File: config.mk
export PLATFORM = sky130hd
export DESIGN_NAME = utp_core
export DESIGN_NICKNAME = d
export VERILOG_FILES = /design/src/core/utp_pkg.sv /design/src/core/utp_core.sv
export SDC_FILE = /design/constraint.sdc
export NUM_CORES = 1
export LEC_CHECK = 0
export BUFFER_PORTS_ARGS = -buffer_cell sky130_fd_sc_hd__buf_2
export CAP_MARGIN = 25
export CORE_MARGIN = 2
export CORE_UTILIZATION = 35
export CTS_CLUSTER_SIZE = 40
export DETAILED_ROUTE_END_ITERATION = 7
export HOLD_SLACK_MARGIN = 0.08
export PLACE_DENSITY_LB_ADDON = 0.15
export SYNTH_ARGS = -nofsm -noshare
export SYNTH_HDL_FRONTEND = slang
export SYNTH_SLANG_ARGS = --single-unit
File: constraint.sdc
create_clock -name clk_sys_i -period 3 [get_ports clk_sys_i]
set_input_delay 0.45 -clock clk_sys_i [delete_from_list [all_inputs] [get_ports clk_sys_i]]
set_output_delay 0.45 -clock clk_sys_i [all_outputs]
set_load 0.01 [all_outputs]
File: src/core/utp_pkg.sv
// shared constants and types for the termination and power-up block
package utp_pkg;
    localparam int CLK_PERIOD_NS = 10;
    localparam int T_W_HIGH_NS = 1000;
    localparam int T_W_LOW_NS = 500;
    localparam int T_PORP_NS = 2000;
    localparam int T_SOFT_RST_NS = 500;
    localparam int CNT_W = 8;
    localparam logic [7:0] HI_CYC = 8'((T_W_HIGH_NS + CLK_PERIOD_NS - 1) / CLK_PERIOD_NS);
    localparam logic [7:0] LO_CYC = 8'((T_W_LOW_NS + CLK_PERIOD_NS - 1) / CLK_PERIOD_NS);
    localparam logic [7:0] PORP_CYC = 8'((T_PORP_NS + CLK_PERIOD_NS - 1) / CLK_PERIOD_NS);
    localparam logic [7:0] SRST_CYC = 8'((T_SOFT_RST_NS + CLK_PERIOD_NS - 1) / CLK_PERIOD_NS);
    localparam logic [7:0] ADR_FUNC = 8'h00;
    localparam logic [7:0] ADR_OTG = 8'h04;
    localparam logic [7:0] ADR_STAT = 8'h08;
    localparam int FN_XS_LSB = 0;
    localparam int FN_TS = 2;
    localparam int FN_OM_LSB = 3;
    localparam int FN_RST = 5;
    localparam int OTG_DP = 1;
    localparam int OTG_DM = 2;
    localparam int ST_RES_LSB = 0;
    localparam int ST_DIR = 4;
    localparam int ST_CLK = 5;
    localparam int RES_PU = 3;
    localparam int RES_DPD = 2;
    localparam int RES_DMD = 1;
    localparam int RES_TERM = 0;
    localparam logic [1:0] XS_RST = 2'h1;
    localparam logic TS_RST = 1'b0;
    localparam logic [1:0] OM_RST = 2'h0;
    localparam logic DP_RST = 1'b1;
    localparam logic DM_RST = 1'b1;
    localparam logic [1:0] OM_NODRIVE = 2'h1;
    localparam logic [3:0] RES_POWERUP = 4'h6;
    typedef enum logic [4:0] {
        ST_POR = 5'h01,
        ST_PLL = 5'h02,
        ST_IDLE = 5'h04,
        ST_RST = 5'h08,
        ST_RXCMD = 5'h10
    } utp_state_t;
endpackage

File: src/core/utp_core.sv
// resistor enable decode, power-on reset and bus ownership handshake
`timescale 1ns/1ns
// Notes on behaviour
// - resistor enables follow select, termination, mode and pull-down request bits
// - host test J/K: both pull-downs plus fast termination, no pull-up
// - peripheral test J/K: only fast termination enabled
// - fixed power-on pulse at trip; short dips ignored, long dips retrigger
// - dir high from power-up until the pll is stable
// - while dir is high, nxt low and status driven on data
// - reset bit holds dir high for the reset, then self-clears
// - one status byte follows every completed soft reset
// - interface clock runs once pll is stable and dir falls
// - enables drive 1.5k pull-up, 15k pull-downs, 45 ohm terminations
module utp_core
    import utp_pkg::*;
(
    // clock and reset
    input wire logic clk_sys_i,
    input wire logic reset_i,
    input wire logic ce_i,
    // wishbone slave
    input wire logic wb_cyc_i,
    input wire logic wb_stb_i,
    input wire logic wb_we_i,
    input wire logic [7:0] wb_adr_i,
    input wire logic [3:0] wb_sel_i,
    input wire logic [31:0] wb_dat_i,
    output logic [31:0] wb_dat_o,
    output logic wb_ack_o,
    // analog side
    input wire logic core_supply_node_i,
    input wire logic pll_locked_i,
    input wire logic [1:0] line_state_i,
    output logic dp_pullup_enable_o,
    output logic dp_weak_low_enable_o,
    output logic dm_weak_low_enable_o,
    output logic fast_termination_enable_o,
    // ulpi side
    output logic dir_o,
    output logic nxt_o,
    output logic [7:0] data_o,
    output logic data_oe_o,
    input wire logic [7:0] data_i,
    output logic clk_run_o
);

    function automatic logic [3:0] decode(input logic [1:0] xs, input logic ts,
                                          input logic [1:0] om, input logic dpr,
                                          input logic dmr);
        logic [3:0] r;
        r = 4'h0;
        if (om != OM_NODRIVE) begin
            r[RES_PU] = ts & ~dpr;
            r[RES_DPD] = dpr;
            r[RES_DMD] = dmr;
            r[RES_TERM] = (xs == 2'h0) & ~ts;
        end
        return r;
    endfunction

    // register group
    logic [1:0] transceiver_select_q, transceiver_select_d;
    logic termination_select_q, termination_select_d;
    logic [1:0] line_operating_mode_q, line_operating_mode_d;
    logic dp_low_side_request_q, dp_low_side_request_d;
    logic dm_low_side_request_q, dm_low_side_request_d;
    logic soft_rst_q, soft_rst_d;
    logic ack_q, ack_d;
    logic [31:0] rdat_q, rdat_d;
    logic [3:0] res_q, res_d;
    // power-on group
    logic [7:0] hi_cnt_q, hi_cnt_d, lo_cnt_q, lo_cnt_d, porp_cnt_q, porp_cnt_d;
    logic armed_q, armed_d;
    logic por_fire, por_act;
    // sequencing group
    utp_state_t state_q, state_d;
    logic [7:0] rst_cnt_q, rst_cnt_d;
    logic dir_q, dir_d, clk_q, clk_d;
    logic [7:0] data_q, data_d;
    logic rst_done;

    assign por_act = porp_cnt_q != 8'h00;
    assign rst_done = state_q == ST_RST && rst_cnt_q == 8'h01;

    always_comb begin
        hi_cnt_d = core_supply_node_i ? hi_cnt_q : 8'h00;
        lo_cnt_d = core_supply_node_i ? 8'h00 : lo_cnt_q;
        armed_d = armed_q;
        porp_cnt_d = por_act ? porp_cnt_q - 8'h01 : porp_cnt_q;
        por_fire = 1'b0;
        if (core_supply_node_i && hi_cnt_q != HI_CYC) begin
            hi_cnt_d = hi_cnt_q + 8'h01;
        end
        if (!core_supply_node_i && lo_cnt_q != LO_CYC) begin
            lo_cnt_d = lo_cnt_q + 8'h01;
        end
        // only a dip of full low width re-arms; shorter glitches pass unseen
        if (!core_supply_node_i && lo_cnt_q == LO_CYC) begin
            armed_d = 1'b1;
        end
        if (armed_q && hi_cnt_q == HI_CYC) begin
            por_fire = 1'b1;
            armed_d = 1'b0;
            porp_cnt_d = PORP_CYC;
        end
    end

    always_ff @(posedge clk_sys_i) begin
        if (reset_i) begin
            hi_cnt_q <= 8'h00;
            lo_cnt_q <= 8'h00;
            armed_q <= 1'b1;
            porp_cnt_q <= 8'h00;
        end else if (ce_i) begin
            hi_cnt_q <= hi_cnt_d;
            lo_cnt_q <= lo_cnt_d;
            armed_q <= armed_d;
            porp_cnt_q <= porp_cnt_d;
        end
    end

    // registers and bus
    always_comb begin
        logic hit, wr;
        hit = wb_cyc_i & wb_stb_i & ~ack_q;
        wr = hit & wb_we_i & wb_sel_i[0];
        transceiver_select_d = transceiver_select_q;
        termination_select_d = termination_select_q;
        line_operating_mode_d = line_operating_mode_q;
        dp_low_side_request_d = dp_low_side_request_q;
        dm_low_side_request_d = dm_low_side_request_q;
        soft_rst_d = soft_rst_q;
        // self-clear on completion, registers back to defaults
        if (rst_done || por_act) begin
            transceiver_select_d = XS_RST;
            termination_select_d = TS_RST;
            line_operating_mode_d = OM_RST;
            dp_low_side_request_d = DP_RST;
            dm_low_side_request_d = DM_RST;
            soft_rst_d = 1'b0;
        end
        // a fresh write wins over the completion clear so it is not lost
        if (wr && wb_adr_i == ADR_FUNC) begin
            transceiver_select_d = wb_dat_i[FN_XS_LSB +: 2];
            termination_select_d = wb_dat_i[FN_TS];
            line_operating_mode_d = wb_dat_i[FN_OM_LSB +: 2];
            soft_rst_d = wb_dat_i[FN_RST] | (soft_rst_q & ~rst_done);
        end
        if (wr && wb_adr_i == ADR_OTG) begin
            dp_low_side_request_d = wb_dat_i[OTG_DP];
            dm_low_side_request_d = wb_dat_i[OTG_DM];
        end
        ack_d = hit;
        rdat_d = 32'h0;
        case (wb_adr_i)
            ADR_FUNC: begin
                rdat_d[FN_XS_LSB +: 2] = transceiver_select_q;
                rdat_d[FN_TS] = termination_select_q;
                rdat_d[FN_OM_LSB +: 2] = line_operating_mode_q;
                rdat_d[FN_RST] = soft_rst_q;
            end
            ADR_OTG: begin
                rdat_d[OTG_DP] = dp_low_side_request_q;
                rdat_d[OTG_DM] = dm_low_side_request_q;
            end
            ADR_STAT: begin
                rdat_d[ST_RES_LSB +: 4] = res_q;
                rdat_d[ST_DIR] = dir_q;
                rdat_d[ST_CLK] = clk_q;
            end
            default: rdat_d = 32'h0;
        endcase
        if (!hit) begin
            rdat_d = 32'h0;
        end
        // enables recomputed from the next register settings, so they update in the same cycle as the stored ones
        res_d = decode(transceiver_select_d, termination_select_d, line_operating_mode_d,
                       dp_low_side_request_d, dm_low_side_request_d);
    end

    always_ff @(posedge clk_sys_i) begin
        if (reset_i) begin
            transceiver_select_q <= XS_RST;
            termination_select_q <= TS_RST;
            line_operating_mode_q <= OM_RST;
            dp_low_side_request_q <= DP_RST;
            dm_low_side_request_q <= DM_RST;
            soft_rst_q <= 1'b0;
            ack_q <= 1'b0;
            rdat_q <= 32'h0;
            res_q <= RES_POWERUP;
        end else if (ce_i) begin
            transceiver_select_q <= transceiver_select_d;
            termination_select_q <= termination_select_d;
            line_operating_mode_q <= line_operating_mode_d;
            dp_low_side_request_q <= dp_low_side_request_d;
            dm_low_side_request_q <= dm_low_side_request_d;
            soft_rst_q <= soft_rst_d;
            ack_q <= ack_d;
            rdat_q <= rdat_d;
            res_q <= res_d;
        end
    end

    // bus ownership sequencing
    always_comb begin
        state_d = state_q;
        rst_cnt_d = rst_cnt_q;
        clk_d = clk_q;
        case (state_q)
            // bus unusable until the pll settles
            ST_POR: begin
                if (porp_cnt_q == 8'h01) begin
                    state_d = ST_PLL;
                end
            end
            ST_PLL: begin
                if (pll_locked_i) begin
                    state_d = ST_IDLE;
                end
            end
            ST_IDLE: begin
                if (soft_rst_q) begin
                    state_d = ST_RST;
                    rst_cnt_d = SRST_CYC;
                end
            end
            // dir stays high for the whole soft reset
            ST_RST: begin
                rst_cnt_d = rst_cnt_q - 8'h01;
                if (rst_done) begin
                    state_d = ST_RXCMD;
                end
            end
            // single status byte, then the bus goes back to the link
            ST_RXCMD: state_d = ST_IDLE;
            default: state_d = ST_POR;
        endcase
        if (por_fire || por_act) begin
            state_d = por_fire || porp_cnt_q != 8'h01 ? ST_POR : ST_PLL;
        end
        // clock starts with the first release of dir
        if (state_d == ST_IDLE && state_q == ST_PLL) begin
            clk_d = 1'b1;
        end
        if (state_d == ST_POR) begin
            clk_d = 1'b0;
        end
        dir_d = state_d != ST_IDLE;
        // status on the bus whenever dir is high
        data_d = dir_d ? {6'h00, line_state_i} : 8'h00;
    end

    always_ff @(posedge clk_sys_i) begin
        if (reset_i) begin
            state_q <= ST_POR;
            rst_cnt_q <= 8'h00;
            dir_q <= 1'b1;
            clk_q <= 1'b0;
            data_q <= 8'h00;
        end else if (ce_i) begin
            state_q <= state_d;
            rst_cnt_q <= rst_cnt_d;
            dir_q <= dir_d;
            clk_q <= clk_d;
            data_q <= data_d;
        end
    end

    // the transmit path is not part of this block, so nxt never rises
    assign nxt_o = 1'b0;
    assign dir_o = dir_q;
    assign data_o = data_q;
    assign data_oe_o = dir_q;
    assign clk_run_o = clk_q;
    assign wb_ack_o = ack_q;
    assign wb_dat_o = rdat_q;
    assign dp_pullup_enable_o = res_q[RES_PU];
    assign dp_weak_low_enable_o = res_q[RES_DPD];
    assign dm_weak_low_enable_o = res_q[RES_DMD];
    assign fast_termination_enable_o = res_q[RES_TERM];

    // remaining pulse cycles after the first eight, up to the first cycle with the pulse gone
    localparam int POR_TAIL = int'(PORP_CYC) - 7;
    logic host_tst, per_tst, otg_tst, tst_base;
    assign tst_base = transceiver_select_q == 2'h0 && !termination_select_q
                      && line_operating_mode_q == 2'h2;
    assign host_tst = tst_base && dp_low_side_request_q && dm_low_side_request_q;
    assign per_tst = tst_base && !dp_low_side_request_q && !dm_low_side_request_q;
    assign otg_tst = tst_base && !dp_low_side_request_q && dm_low_side_request_q;
endmodule

==> impl_results.md, run 1 <==
* Outcome: finished, final reports clean
* Commonest cells post-synth: dfxtp_1 (61), nor2_1 (35), buf_4 (34), a21oi_1 (33), nand2_1 (31)
* Layout cells sized above 1 at 14.3%
* Worst stage delay on the critical path at 400 ps
* WL/cell at 13.3 um
* Hold Path Origin: wb_dat_i[3]
* PostCTS Resize Cnt at 0
* Area of the mapped netlist at 0.00350 mm2
* Crit path max-delay cell type: dfxtp_1
* Slew @ Worst Pin at 757 ps
* TritonCTS clock tree: done
* WP data required at 3230 ps
* Final hold violation count at 0
* Total grt overflow at 0
* Io pins at 111
* Crit Reg-Reg Startpoint: hi_cnt_q[0]$_SDFFE_PP0P_
* ANT nets after route at 0
* Site row count at 36
* Final Critical Period at 2110 ps
* Initial Utilization at 36.0%
* Via count at 3032
* Cell Chain, Critical Path: inv_1, ha_1, nand4_1, and4bb_2, a211oi_4, or3b_1, a21o_1
* CP arrival at 2340 ps
* Place WS at 720 ps
* Synth unique cells at 59
* Synth Warn # at 0
* Antenna cells at 0
* Average instance area after synthesis at 8.18 um2
* Area growth syn-to-layout at 8.86%
* P per Cell Area at 592 mW/mm2
* Endpoints failing setup at 0
* Top cells by area, synth: dfxtp_1 (35%), buf_4 (7.3%), a21oi_1 (4.7%), nor2_1 (3.8%), xor2_1 (3.5%)
* Vias per std cell at 5.10
* Max Clk Rate at 474 MHz
* Core box area at 0.00973 mm2
* PortBufs at 40
* Max Transition Viols Final at 0
* Count leader, synth: dfxtp_1
* Worst setup margin at 889 ps
* Final WL at 7.89 mm
* Largest net degree at the start of global routing at 42
* P_leak at 1.47 nW
* CTS Buf Count at 9
* Final estimated routing congestion in global placement at 0.757
* Crit path kind: flip-flop to flip-flop
* EDFF count, synth at 0
* Die H at 104 um
* Seq/Total Area, Yosys at 34.9%
* Number of post-CTS setup repair buffers at 0
* Number of synthesized register bits at 61
* Initial antenna violation count at 0
* Vias in the first global route at 2834
* Cell count after synthesis at 428
* Total Power at 0.00226 W
* Worst skew pair latency at 330 ps
* Max VDD drop at 242 uV
* Post-DP HPWL at 5.60 mm
* CTS Hold Buffers Added at 0
* GRT Util Overall at 15.0%
* Yosys top cell area share at 34.9%
* Global-route wire length before repair at 13.5 mm
* RSZ-0062 raised after global routing: false
* CTS Sinks at 61
* Critical path peak fanout at 7
* # DRC at 0
* CTS HTree Levels at 3
* Setup crit start kind: flip-flop
* Min-Delay Path Class: primary input to flip-flop
* Synth Flop Type: dfxtp_1
* Fin nets at 529
* Ys async rst share at 0%
* DRT Pass-1 Iters at 4
* Max transition margin at 49.5%
* Clk_skew at 9.89 ps
* Final Util at 39.2%
* CP Capture Type: flip-flop
* Worst Setup SP: hi_cnt_q[0]$_SDFFE_PP0P_
* Final Cycle Share at 70.4%
* Setup tns final at 0 ps
* Synth area leader: dfxtp_1
* Die area at 0.0108 mm2
* Root buffer cell: clkbuf_8
* Chip Width at 104 um
* Family with the most delay on the worst path: simple AND/OR/NAND/NOR gates
* Clock tree buffer depth at 2
* Drt first-iter violations at 145
* Max_cap viols at 0
* Clock transition at path regs at 70 ps
* CP Buf/Inv Count at 1
-- worst register-to-register path: stages, from the launching register on --
cell,delay (ps)
dfxtp_1,400
inv_1,70
ha_1,210
nand4_1,110
and4bb_2,320
a211oi_4,310
or3b_1,400
a21o_1,180
-- worst paths after layout --
check,end,slack (ps),cells after the start
max,data_oe_o$_SDFFE_PP1P_,890,7
min,line_operating_mode_q[0]$_SDFFE_PP0P_,370,3
min reg2reg,wb_dat_o[1]$_SDFFE_PP0P_,460,2
max reg2reg,data_oe_o$_SDFFE_PP1P_,890,7
-- area by class of cell --
| class | count | area (um2) |
|---|---|---|
| fill | 1054 | 5920 |
| multi-input combinational | 331 | 2010 |
| sequential | 61 | 1220 |
| timing repair buffer | 43 | 223 |
| tap | 133 | 166 |
| clock buffer | 11 | 131 |
| inverter | 12 | 45.0 |
| clock inverter | 3 | 15.0 |
-- stage by stage --
| stage | area (um2) | cells | hold WS (ps) |
|---|---|---|---|
| final | 3810 | 594 | 373 |
| after global routing | 3810 | 594 | 365 |
| after CTS | 3810 | 594 | 361 |
| after detailed placement | 3660 | 580 | 456 |
| after global placement | 3660 | 580 | 450 |
| after floorplan | 3620 | 460 | 445 |
-- cell families after synthesis --
| family | share of synthesized area (%) |
|---|---|
| buffers and inverters | 11.2 |
| and+or+nand+nor | 25.5 |
| muxes | 2.43 |
| DFF | 34.9 |
| other | 0.107 |
| xor gates and xnor gates | 4.00 |
| adders and majority gates | 3.22 |
| AOI/OAI and AO/OA | 18.7 |
-- registers in the layout (all words and copies together), names as in the netlist, 2 cells and up --
signal	flops
lo_cnt_q	8
porp_cnt_q	8
line_operating_mode_q	2
res_q	4
wb_dat_o	6
state_q	5
transceiver_select_q	2
rst_cnt_q	8
hi_cnt_q	8
data_o	2
-- report_power, final --
part / internal [W] / switching (W) / leakage [nW] / total (W)
clock: 0.000287 / 0.000306 / 0.0788 / 0.000593
combinational: 0.000278 / 0.000431 / 0.893 / 0.000709
sequential: 0.000874 / 0.0000814 / 0.495 / 0.000955
total: 0.00144 / 0.000818 / 1.47 / 0.00226
-- cells in the final DEF (no fill, tap or decap), types with 3 or more instances in the layout --
cell type and instances:
conb_1 33, or4_1 3, nor2_1 35, buf_4 3, ha_1 9, a22oi_1 3, inv_1 12, clkinv_2 3
nand3_1 13, nand2_1 31, buf_2 40, or3_1 7, a31oi_1 5, dfxtp_1 61, o21ai_0 20, a211oi_1 4
o2111ai_1 5, a21oi_1 33, nor2b_1 9, and4_1 3, nor3_1 16, nand4_1 9, nor4_1 8, mux2_2 4
xor2_1 14, mux2i_1 4, clkbuf_8 9, and3_1 5, and2_1 4, nand2b_1 7, o211ai_1 8, a211o_1 3
a21o_1 4
-- metal layers --
layer  track usage (%)  up-vias  wire, um
met4              6.27        0       119
met5                 0        -         0
met3              2.69        9       285
met1              19.6     1433      3830
li1                  -     1530         -
met2              24.3       60      3660
Note: power is estimated with default switching activity, not from simulation.
==> run 2, diff against run 1 <==
--- a/config.mk
+++ b/config.mk
@@ -5,6 +5,7 @@
 export SDC_FILE = /design/constraint.sdc
 export NUM_CORES = 1
 export LEC_CHECK = 0
+export ABC_AREA = 1
 export BUFFER_PORTS_ARGS = -buffer_cell sky130_fd_sc_hd__buf_2
 export CAP_MARGIN = 25
 export CORE_MARGIN = 2
==> constraint.sdc (replaced) <==
create_clock -name clk_sys_i -period 2 [get_ports clk_sys_i]
set_input_delay 0.3 -clock clk_sys_i [delete_from_list [all_inputs] [get_ports clk_sys_i]]
set_output_delay 0.3 -clock clk_sys_i [all_outputs]
set_load 0.01 [all_outputs]
==> impl_results.md, run 2 <==
* Min-Delay Path Class: primary input to flip-flop
* Clk_skew at 8.13 ps
* Top cells by area, synth: dfxtp_1 (33%), nand2_1 (10%), buf_4 (7.0%), a21oi_1 (6.3%), nor2_1 (5.9%)
* Final Util at 39.9%
* Drt first-iter violations at 109
* Area growth syn-to-layout at 11.3%
* Ys async rst share at 0%
* # DRC at 0
* Initial antenna violation count at 0
* Max Transition Viols Final at 0
* Yosys top cell area share at 33.3%
* Crit path kind: flip-flop to flip-flop
* Setup crit start kind: flip-flop
* FF+latch area at 0.00122 mm2
* Antenna cells at 0
* EDFF count, synth at 0
* Area after DPL at 0.00391 mm2
* CP arrival at 1960 ps
* Chip Width at 106 um
* Endpoints failing setup at 0
* Max Clk Rate at 573 MHz
* Fill count at 1114
* WL/cell at 11.4 um
* Fin nets at 642
* Final Critical Period at 1740 ps
* Commonest cells after routing, fill and taps aside: nand2_1 (99), dfxtp_1 (61), nor2_1 (58)
* Synth unique cells at 43
* Total grt overflow at 0
* CP Capture Type: flip-flop
* WP data required at 2210 ps
* Root buffer cell: clkbuf_8
* Die H at 106 um
* GRT Util Overall at 15.2%
* Average instance area after synthesis at 6.95 um2
* ANT nets after route at 0
* Site row count at 37
* Final estimated routing congestion in global placement at 0.863
* Commonest cells post-synth: nand2_1 (99), dfxtp_1 (61), nor2_1 (58), inv_1 (56), a21oi_1 (46)
* CTS HTree Levels at 3
* Die area at 0.0113 mm2
* P per Cell Area at 865 mW/mm2
* Number of synthesized register bits at 61
* Layout cells sized above 1 at 15.7%
* Clock tree buffer depth at 2
* Commonest non-fill, non-tap cell in the layout: nand2_1
* Worst skew pair latency at 340 ps
* Largest net degree at the start of global routing at 33
* Vias per std cell at 4.67
* Post-DP HPWL at 6.06 mm
* Area of the multi-input gates at 0.00204 mm2
* Vias in the first global route at 3081
* CTS Buf Count at 9
* Final Cycle Share at 87.2%
* Initial Utilization at 35.9%
* Max_cap viols at 0
* CTS Sinks at 61
* Max VDD drop at 396 uV
* Global-route wire length before repair at 14.0 mm
* Final hold violation count at 0
* TritonCTS clock tree: done
* RSZ-0062 raised after global routing: false
* Synth area leader: dfxtp_1
* Seq/Total Area, Yosys at 33.3%
* Synth Warn # at 0
* Count leader, synth: nand2_1
* P_leak at 1.74 nW
* Via count at 3320
* Io pins at 111
* DRT Pass-1 Iters at 4
* CTS Hold Buffers Added at 0
* Area of the mapped netlist at 0.00367 mm2
* PostCTS Resize Cnt at 0
* Clock transition at path regs at 70 ps
* R2R Setup Slk at 260 ps
* Outcome: finished, final reports clean
* Setup tns final at 0 ps
* Final Cell Area at 0.00408 mm2
* Synth Flop Type: dfxtp_1
* Number of post-CTS setup repair buffers at 0
* Critical path peak fanout at 8
* Final WL at 8.13 mm
* PortBufs at 40
* Cell count after synthesis at 528
* Core box area at 0.0102 mm2
==> run 2: cell types whose count changed after synthesis, moves of 8 or more <==
cell,previous run,this run
xor2_1,14,6
a21oi_1,33,46
nand2_1,31,99
nor2_1,35,58
nor2b_1,9,0
inv_1,12,56
nor3_1,16,6
nand3_1,13,38
==> run 2: logic make-up after synthesis <==
logic type,count (synthesis),synth area share [%]
other cells,1,0.102
compound gates,87,12.9
buf+inv,106,14.5
xor+xnor,11,2.63
fa+ha+maj,9,3.07
flops,61,33.3
simple gates,253,33.5
==> run 2: path summary, 6_finish.rpt <==
| check | start | to | cells past startpoint |
|---|---|---|---|
| setup reg to reg | wb_ack_o$_SDFFE_PP0P_ | res_q[3]$_SDFFE_PP0P_ | 9 |
| setup / recovery | wb_ack_o$_SDFFE_PP0P_ | res_q[3]$_SDFFE_PP0P_ | 9 |
| hold / removal | line_state_i[1] | data_o[1]$_SDFFE_PP0P_ | 3 |
| hold reg to reg | data_o[0]$_SDFFE_PP0P_ | data_o[0]$_SDFFE_PP0P_ | 2 |
==> run 2: final cells by class <==
type | instances | share of cell area, %
repair buffers | 47 | 6.19
flip-flops and latches | 61 | 29.9
multi-input cells | 393 | 49.9
clock inverters | 1 | 0.123
well taps | 136 | 4.17
clock buffers | 14 | 4.23
inverters | 59 | 5.49
==> run 2: critical path: stages (launching register included) <==
cell and delay, ps:
dfxtp_1 310, nand3b_1 220, nor2_1 210, nand2_1 240
inv_2 180, nand2_1 80, o21ai_0 110, nand2_1 110
nand3_1 100, a21oi_1 60
==> run 2: per-stage QoR <==
step | hold slack, ps | worst slack [ps] | power [W] | cells
final | 237 | 256 | 0.00353 | 711
after global routing | 233 | 44.9 | 0.00381 | 711
after CTS | 230 | 255 | 0.00357 | 711
after detailed placement | 455 | 267 | 0.00255 | 696
after global placement | 449 | 241 | 0.00253 | 696
after floorplan | 436 | 504 | 0.00233 | 560
==> run 2: power by group <==
| group | internal, W | leakage (nW) | switching (W) |
|---|---|---|---|
| Clock | 0.000544 | 0.0926 | 0.000473 |
| Combinational | 0.000406 | 1.15 | 0.000730 |
| Sequential | 0.00130 | 0.495 | 0.0000762 |
==> run 2: routing by layer <==
metal	vias up	track usage [%]	part of all wire [%]
met5	-	0	0
met4	0	4.70	1.0
met3	8	3.43	4.5
met2	74	25.1	45
met1	1492	19.6	49
li1	1746	-	-
